### config.mk
export PLATFORM = sky130hd
export DESIGN_NAME = rsse_core
export DESIGN_NICKNAME = d
export VERILOG_FILES = /design/src/common/rsse_pkg.sv /design/src/logic/rsse_alu.sv /design/src/logic/rsse_core.sv
export SDC_FILE = /design/constraint.sdc
export NUM_CORES = 2
export LEC_CHECK = 0
export BUFFER_PORTS_ARGS = -buffer_cell sky130_fd_sc_hd__buf_4
export CORE_UTILIZATION = 40
export DETAILED_ROUTE_END_ITERATION = 12
export PLACE_DENSITY = 0.65
export SETUP_SLACK_MARGIN = 0.1
export SLEW_MARGIN = 30
export SYNTH_ARGS = -nofsm -noshare
export SYNTH_HDL_FRONTEND = slang
export SYNTH_SLANG_ARGS = --single-unit
### constraint.sdc
create_clock -name pclk -period 7.46 [get_ports pclk]
set_input_delay 0 -clock pclk [delete_from_list [all_inputs] [get_ports pclk]]
set_output_delay 0 -clock pclk [all_outputs]
set_load 0.01 [all_outputs]
### src/common/rsse_pkg.sv
package rsse_pkg;
  localparam int unsigned ADDR_W = 12;
  localparam int unsigned DATA_W = 32;
  localparam int unsigned BYTE_W = 8;
  localparam int unsigned FILE_AW = 7;

  // byte offsets
  localparam logic [ADDR_W-1:0] OFF_CMD    = 12'h000;
  localparam logic [ADDR_W-1:0] OFF_ACC    = 12'h004;
  localparam logic [ADDR_W-1:0] OFF_STATUS = 12'h008;
  localparam logic [ADDR_W-1:0] OFF_WDOG   = 12'h00c;
  localparam logic [ADDR_W-1:0] OFF_FILE   = 12'h200;
  localparam int unsigned FILE_SEL_LSB = 9;
  localparam int unsigned WORD_LSB     = 2;

  // command register fields
  localparam int unsigned CMD_OP_LSB   = 0;
  localparam int unsigned CMD_OP_W     = 3;
  localparam int unsigned CMD_DEST_BIT = 3;
  localparam int unsigned CMD_FA_LSB   = 4;
  localparam int unsigned CMD_LIT_LSB  = 16;
  localparam int unsigned CMD_USED_W   = 24;

  // status register bits
  localparam int unsigned ST_CARRY  = 0;
  localparam int unsigned ST_NIBBLE = 1;
  localparam int unsigned ST_ZERO   = 2;
  localparam int unsigned ST_DOZE   = 3;
  localparam int unsigned ST_EXPIRY = 4;
  localparam int unsigned ST_W      = 5;
  localparam logic [ST_W-1:0] ST_RESET = 5'h18;

  localparam int unsigned NIB_W = 4;
  localparam int unsigned PRE_W = 8;
  localparam logic [PRE_W-1:0] PRE_RESET  = 8'h00;
  localparam logic [BYTE_W-1:0] WDOG_RESET = 8'h00;

  typedef enum logic [CMD_OP_W-1:0] {
    RSSE_NOP,
    RSSE_ROTATE_RIGHT_CARRY,
    RSSE_ROTATE_LEFT_CARRY,
    RSSE_LITERAL_MINUS_ACC,
    RSSE_REG_MINUS_ACC,
    RSSE_REG_MINUS_ACC_BORROW,
    RSSE_SLEEP
  } rsse_op_e;
endpackage

### src/logic/rsse_alu.sv
`timescale 1ns/1ns
module rsse_alu (
  input  wire logic [rsse_pkg::CMD_OP_W-1:0] op,
  input  wire logic [rsse_pkg::BYTE_W-1:0]   operand,
  input  wire logic [rsse_pkg::BYTE_W-1:0]   acc,
  input  wire logic [rsse_pkg::BYTE_W-1:0]   literal,
  input  wire logic                          carry_in,
  output logic      [rsse_pkg::BYTE_W-1:0]   result,
  output logic                               carry_out,
  output logic                               nibble_out,
  output logic                               zero_out
);
  import rsse_pkg::*;

  logic [BYTE_W-1:0] minuend;
  logic              cin;
  logic [BYTE_W:0]   diff;
  logic [NIB_W:0]    ndiff;

  always_comb begin
    minuend = operand;
    cin     = 1'b1;
    if (op == RSSE_LITERAL_MINUS_ACC) begin
      minuend = literal;
    end
    if (op == RSSE_REG_MINUS_ACC_BORROW) begin
      cin = carry_in;
    end
  end

  // two's complement: a + ~w + cin, carry out means no borrow
  assign diff  = {1'b0, minuend} + {1'b0, ~acc} + {{BYTE_W{1'b0}}, cin};
  assign ndiff = {1'b0, minuend[NIB_W-1:0]} + {1'b0, ~acc[NIB_W-1:0]}
               + {{NIB_W{1'b0}}, cin};

  always_comb begin
    result     = diff[BYTE_W-1:0];
    carry_out  = diff[BYTE_W];
    nibble_out = ndiff[NIB_W];
    zero_out   = (diff[BYTE_W-1:0] == 8'h00);
    if (op == RSSE_ROTATE_RIGHT_CARRY) begin
      result    = {carry_in, operand[BYTE_W-1:1]};
      carry_out = operand[0];
    end else if (op == RSSE_ROTATE_LEFT_CARRY) begin
      result    = {operand[BYTE_W-2:0], carry_in};
      carry_out = operand[BYTE_W-1];
    end
  end
endmodule

### src/logic/rsse_core.sv
// Operation
// - rotate right through carry, only carry changes
// - dest 0 writes acc, 1 writes register
// - literal minus acc into acc, flags updated
// - literal subtract carry and nibble as no-borrow
// - register minus acc to selected destination
// - register subtract carry and nibble as no-borrow
// - register minus acc minus inverted carry
// - sleep clears watchdog counter and prescaler
// - sleep clears doze, sets expiry, nothing else
// - rotate left through carry, only carry changes
`timescale 1ns/1ns
module rsse_core (
  input  wire logic                          pclk,
  input  wire logic                          presetn,
  input  wire logic                          psel,
  input  wire logic                          penable,
  input  wire logic                          pwrite,
  input  wire logic [rsse_pkg::ADDR_W-1:0]   paddr,
  input  wire logic [rsse_pkg::DATA_W-1:0]   pwdata,
  output logic      [rsse_pkg::DATA_W-1:0]   prdata,
  output logic                               pready,
  output logic                               pslverr
);
  import rsse_pkg::*;

  logic [BYTE_W-1:0]     file_mem [2**FILE_AW];
  logic [BYTE_W-1:0]     acc;
  logic [ST_W-1:0]       status;
  logic [CMD_USED_W-1:0] cmd;
  logic [BYTE_W-1:0]     watchdog_counter;
  logic [PRE_W-1:0]      prescaler;

  logic                  access;
  logic                  wr_en;
  logic                  exec;
  rsse_op_e              op;
  logic                  dest_reg;
  logic [FILE_AW-1:0]    fa;
  logic [BYTE_W-1:0]     literal;
  logic [BYTE_W-1:0]     alu_res;
  logic                  alu_c;
  logic                  alu_dc;
  logic                  alu_z;
  logic                  is_sub;
  logic                  is_rot;
  logic                  to_file;
  logic                  wdog_wrap;
  logic [DATA_W-1:0]     next_prdata;
  logic                  next_err;

  function automatic logic is_file(input logic [ADDR_W-1:0] a);
    return a[ADDR_W-1:FILE_SEL_LSB] == OFF_FILE[ADDR_W-1:FILE_SEL_LSB];
  endfunction

  function automatic logic mapped(input logic [ADDR_W-1:0] a);
    return is_file(a) || a == OFF_CMD || a == OFF_ACC
        || a == OFF_STATUS || a == OFF_WDOG;
  endfunction

  // access phase ends one cycle after penable rises
  assign access = psel && penable && !pready;
  assign wr_en  = psel && penable && pready && pwrite;
  assign exec   = wr_en && paddr == OFF_CMD;

  assign op       = rsse_op_e'(pwdata[CMD_OP_LSB +: CMD_OP_W]);
  assign dest_reg = pwdata[CMD_DEST_BIT];
  assign fa       = pwdata[CMD_FA_LSB +: FILE_AW];
  assign literal  = pwdata[CMD_LIT_LSB +: BYTE_W];

  assign is_sub = op == RSSE_LITERAL_MINUS_ACC || op == RSSE_REG_MINUS_ACC
               || op == RSSE_REG_MINUS_ACC_BORROW;
  assign is_rot = op == RSSE_ROTATE_RIGHT_CARRY
               || op == RSSE_ROTATE_LEFT_CARRY;
  // literal form always lands in the accumulator
  assign to_file = exec && (is_sub || is_rot) && dest_reg
                && op != RSSE_LITERAL_MINUS_ACC;

  rsse_alu rsse_alu_i (
    .op         (op),
    .operand    (file_mem[fa]),
    .acc        (acc),
    .literal    (literal),
    .carry_in   (status[ST_CARRY]),
    .result     (alu_res),
    .carry_out  (alu_c),
    .nibble_out (alu_dc),
    .zero_out   (alu_z)
  );

  // file registers; an array has no reset
  always_ff @(posedge pclk) begin
    if (to_file) begin
      file_mem[fa] <= alu_res;
    end else if (wr_en && is_file(paddr)) begin
      file_mem[paddr[WORD_LSB +: FILE_AW]] <= pwdata[BYTE_W-1:0];
    end
  end

  always_ff @(posedge pclk or negedge presetn) begin
    if (!presetn) begin
      acc <= '0;
    end else if (exec && (is_sub || is_rot) && !to_file) begin
      acc <= alu_res;
    end else if (wr_en && paddr == OFF_ACC) begin
      acc <= pwdata[BYTE_W-1:0];
    end
  end

  always_ff @(posedge pclk or negedge presetn) begin
    if (!presetn) begin
      cmd <= '0;
    end else if (exec) begin
      cmd <= pwdata[CMD_USED_W-1:0];
    end
  end

  always_ff @(posedge pclk or negedge presetn) begin
    if (!presetn) begin
      status <= ST_RESET;
    end else begin
      if (exec && is_rot) begin
        status[ST_CARRY] <= alu_c;
      end else if (exec && is_sub) begin
        status[ST_CARRY]  <= alu_c;
        status[ST_NIBBLE] <= alu_dc;
        status[ST_ZERO]   <= alu_z;
      end else if (exec && op == RSSE_SLEEP) begin
        status[ST_DOZE]   <= 1'b0;
        status[ST_EXPIRY] <= 1'b1;
      end else if (wr_en && paddr == OFF_STATUS) begin
        status <= pwdata[ST_W-1:0];
      end
      // a watchdog wrap clears expiry, over a status write too, unless a sleep command comes in the same cycle
      if (wdog_wrap && !(exec && op == RSSE_SLEEP)) begin
        status[ST_EXPIRY] <= 1'b0;
      end
    end
  end

  // free-running watchdog: prescaler wraps advance the counter
  assign wdog_wrap = &prescaler && &watchdog_counter;

  always_ff @(posedge pclk or negedge presetn) begin
    if (!presetn) begin
      prescaler        <= PRE_RESET;
      watchdog_counter <= WDOG_RESET;
    end else if (exec && op == RSSE_SLEEP) begin
      prescaler        <= PRE_RESET;
      watchdog_counter <= WDOG_RESET;
    end else begin
      prescaler <= prescaler + 8'h01;
      if (&prescaler) begin
        watchdog_counter <= watchdog_counter + 8'h01;
      end
    end
  end

  always_comb begin
    next_prdata = '0;
    next_err    = !mapped(paddr);
    if (is_file(paddr)) begin
      next_prdata[BYTE_W-1:0] = file_mem[paddr[WORD_LSB +: FILE_AW]];
    end else if (paddr == OFF_CMD) begin
      next_prdata[CMD_USED_W-1:0] = cmd;
    end else if (paddr == OFF_ACC) begin
      next_prdata[BYTE_W-1:0] = acc;
    end else if (paddr == OFF_STATUS) begin
      next_prdata[ST_W-1:0] = status;
    end else if (paddr == OFF_WDOG) begin
      next_prdata[BYTE_W-1:0]      = watchdog_counter;
      next_prdata[BYTE_W +: PRE_W] = prescaler;
    end
  end

  always_ff @(posedge pclk or negedge presetn) begin
    if (!presetn) begin
      pready  <= 1'b0;
      pslverr <= 1'b0;
      prdata  <= '0;
    end else begin
      pready  <= access;
      pslverr <= access && next_err;
      if (access && !pwrite) begin
        prdata <= next_prdata;
      end
    end
  end
endmodule

==> flow_summary.json <==
{
  "cpPeakStageDelay_ns": 0.71,
  "hold_path_class": "in -> reg",
  "cp_common_cell": "a21oi_1",
  "gp_congestion": 0.910,
  "cts.repair.resized": 0,
  "grt_pass1_wl_um": 224000,
  "crit_slowest_cell": "or4_1",
  "clock_path_buffers": 3,
  "floorplan.initialDensity_pct": 40.5,
  "area_growth_pct": 13.1,
  "finClkSkew_ns": 0.0334,
  "core_area_um2": 130000,
  "drt_pass1_iterations": 7,
  "fillers": 11000,
  "cp-start-kind": "primary input",
  "die_y_um": 365,
  "viasPerCell": 6.34,
  "period_needed_ns": 5.91,
  "peakVddDrop_mv": 0.200,
  "track_usage_pct": 23.5,
  "p_leak_nw": 19.6,
  "power_density_nw_per_um2": 242,
  "synth.avg_cell_area_um2": 17.6,
  "path_buf_inv": 6,
  "io_buffers": 66,
  "yosysWarningCount": 0,
  "dieArea_um2": 133000,
  "dp_hpwl_um": 102000,
  "crit_family": "buffers and inverters",
  "final_common_cell": "edfxtp_1",
  "hold_path.startpoint": "pwdata[14]",
  "worstReg2RegStart": "file_mem[113][0]",
  "drc": 0,
  "total_power_w": 0.0144,
  "place_ws_ns": 1.40,
  "outcome": "finished clean",
  "crit_fanout": 128,
  "top_layer_used": "met5",
  "layout_common_cells": "1,024 x edfxtp_1, 495 x mux4_2, 231 x mux2i_1",
  "setup_ws_ns": 1.55,
  "crit_chain": "dlygate4sd3_1, buf_4, inv_2, buf_4, mux2i_1, mux4_2, nor2_1, or4_1, mux2i_1, fa_1, inv_1, fa_1, a21o_1, a21oi_1, o21bai_1, a21oi_1, xnor2_1, nor2_1, a21oi_1, a31oi_4, buf_12",
  "antenna_found_initial": 5,
  "hold_end": "cmd[14]",
  "grt_max_degree": 129,
  "place_area_um2": 55300,
  "cp.required_ns": 7.92,
  "setup_viol": 0,
  "ff2ff_setup_slack_ns": 1.66,
  "grt_pass1_vias": 30800,
  "synthArstFlopShare_pct": 7.16,
  "num-nets-final": 3163,
  "dr_wl_met2_um": 72600,
  "dr.first_iter.drc_count": 4206,
  "rsz0062_at_grt": "no",
  "hold_buffers": 42,
  "r2r_end": "file_mem[124][6]",
  "worstRegToRegCells": 18,
  "drive_gt1_share_pct": 29.0,
  "arrival_ns": 6.37,
  "hold_path_depth": 4,
  "finalSetupTns_ns": 0,
  "num_rows": 132,
  "cts_setup_buffers": 0,
  "hold_viol_final": 0,
  "end_kind": "flop",
  "period_share_pct": 79.2,
  "synth_cell_types": 72,
  "htreeDepth": 3,
  "wl_met3_um": 17700,
  "cts_tree": "built",
  "grt-ovfl-total": 0,
  "tightest_slew_ns": 1.15,
  "syn_inst": 2992,
  "clkSinkCount": 1103,
  "ys_seq_area_share_pct": 62.2,
  "worstSkewPairLatency_ns": 0.75,
  "final_cell_area_um2": 59500,
  "path_clk_slew_ns": 0.06,
  "wl_um": 157000,
  "wl_met1_um": 60800,
  "relSlewSlack_pct": 22.9,
  "synth_edf_count": 1024,
  "maxCapViolCount": 0,
  "max_freq_ghz": 0.169,
  "synth_seq_cells": 1103,
  "ioPinCount": 83,
  "critical_path_class": "in -> reg",
  "cts_buffers": 113,
  "synth-main-ff-cell": "edfxtp_1",
  "wl_per_cell_um": 31.8,
  "syn_area_um2": 52600,
  "drv_slew": 0,
  "via_count": 31300,
  "drtAntennaViolNets": 0,
  "die-width_um": 365,
  "cts_root_buf": "clkbuf_16"
}
-- worst min-delay path, cell delays in order --
cell           delay, ns
dlygate4sd3_1       0.53
buf_4               0.10
nand2_1             0.04
nand2_1             0.05
-- synthesized netlist by cell type (4+ instances only) --
library cell / count / area share, %
a211oi_1: 18 / 0.26
a21oi_1: 35 / 0.33
a221oi_1: 14 / 0.23
a222oi_1: 8 / 0.15
a22o_1: 14 / 0.23
a22oi_1: 75 / 1.1
a311oi_1: 4 / 0.067
a31oi_1: 35 / 0.42
a32oi_1: 4 / 0.067
and2_1: 7 / 0.083
and3_1: 5 / 0.059
buf_1: 22 / 0.16
buf_2: 61 / 0.58
buf_4: 39 / 0.56
buf_6: 23 / 0.49
clkbuf_1: 86 / 0.61
dfrtp_1: 77 / 3.7
edfxtp_1: 1024 / 58
ha_1: 9 / 0.21
inv_1: 31 / 0.22
mux2_2: 15 / 0.32
mux2i_1: 231 / 4.4
mux4_2: 495 / 21
nand2_1: 183 / 1.3
nand2b_1: 10 / 0.12
nand3_1: 53 / 0.50
nand4_1: 6 / 0.071
nor2_1: 202 / 1.4
nor2b_1: 11 / 0.13
nor3_1: 14 / 0.13
nor4_1: 5 / 0.059
o211ai_1: 7 / 0.10
o21ai_0: 41 / 0.39
o221ai_1: 10 / 0.17
o22ai_1: 30 / 0.36
o31ai_1: 4 / 0.057
or3_1: 9 / 0.11
xnor2_1: 11 / 0.18
xor2_1: 7 / 0.12
-- power by group --
group / total, W / leakage [nW] / internal (W) / switching (W)
sequential: 0.00715 / 10.3 / 0.00714 / 0.00000808
clock: 0.00565 / 1.78 / 0.00320 / 0.00245
combinational: 0.00163 / 7.54 / 0.000524 / 0.00111
total: 0.0144 / 19.6 / 0.0109 / 0.00356
-- kinds of logic (layout without fill, tap and decap cells) --
kind of cell             Yosys count  after routing  share of synthesized area, %
other                              1             11                       0.00712
AO/OA/AOI/OAI                    330            330                          4.40
XOR/XNOR                          18             18                         0.299
multiplexers                     741            741                          25.9
AND/OR/NAND/NOR                  524            524                          4.30
buffers and inverters            264            460                          2.63
adder cells (fa/ha/maj)           11             11                         0.290
flip-flops                      1103           1103                          62.2
-- final cells by class --
type | instances | area, um2 | share of cell area [%]
inverters | 33 | 126 | 0.212
clock inverters | 69 | 674 | 1.13
multi-input cells | 1632 | 18800 | 31.6
repair buffers | 220 | 2040 | 3.42
flip-flops and latches | 1103 | 32700 | 55.0
well taps | 1742 | 2180 | 3.66
diodes | 3 | 7.51 | 0.0126
clock buffers | 138 | 2960 | 4.98
-- per-layer routing --
layer | GRT usage (%) | vias up
li1 | - | 12700
met1 | 32.3 | 16400
met2 | 36.3 | 1891
met3 | 6.27 | 335
met4 | 7.83 | 8
met5 | 0 | -
-- flip-flops by register name (all words and copies together) (netlist names) --
name              flops
acc                   8
cmd                  24
file_mem           1024
prdata               24
pready                1
prescaler             8
pslverr               1
status                5
watchdog_counter      8
-- metrics by stage --
step	util, %	hold slack, ns	instances
after global routing	45.8	0.0206	4937
after CTS	45.7	0.000938	4936
after floorplan	-	-0.296	2999
after detailed placement	42.6	0.0943	4687
after global placement	42.5	0.201	4686
final	45.8	0.0305	4940
-- worst max-delay path by stage --
| stage | startpoint | cells past startpoint | slack, ns | end |
|---|---|---|---|---|
| finish | pwdata[6] | 21 | 1.55 | file_mem[124][6] |
| floorplan | pwdata[4] | 22 | 1.03 | file_mem[0][6] |
| CTS | pwdata[6] | 21 | 1.74 | file_mem[102][6] |
| detailed placement | pwdata[4] | 19 | 1.40 | file_mem[113][6] |
| global placement | pwdata[4] | 18 | 1.14 | file_mem[115][3] |
| global route | pwdata[6] | 21 | 1.46 | file_mem[99][6] |
Note: power is estimated with default switching activity, not from simulation.
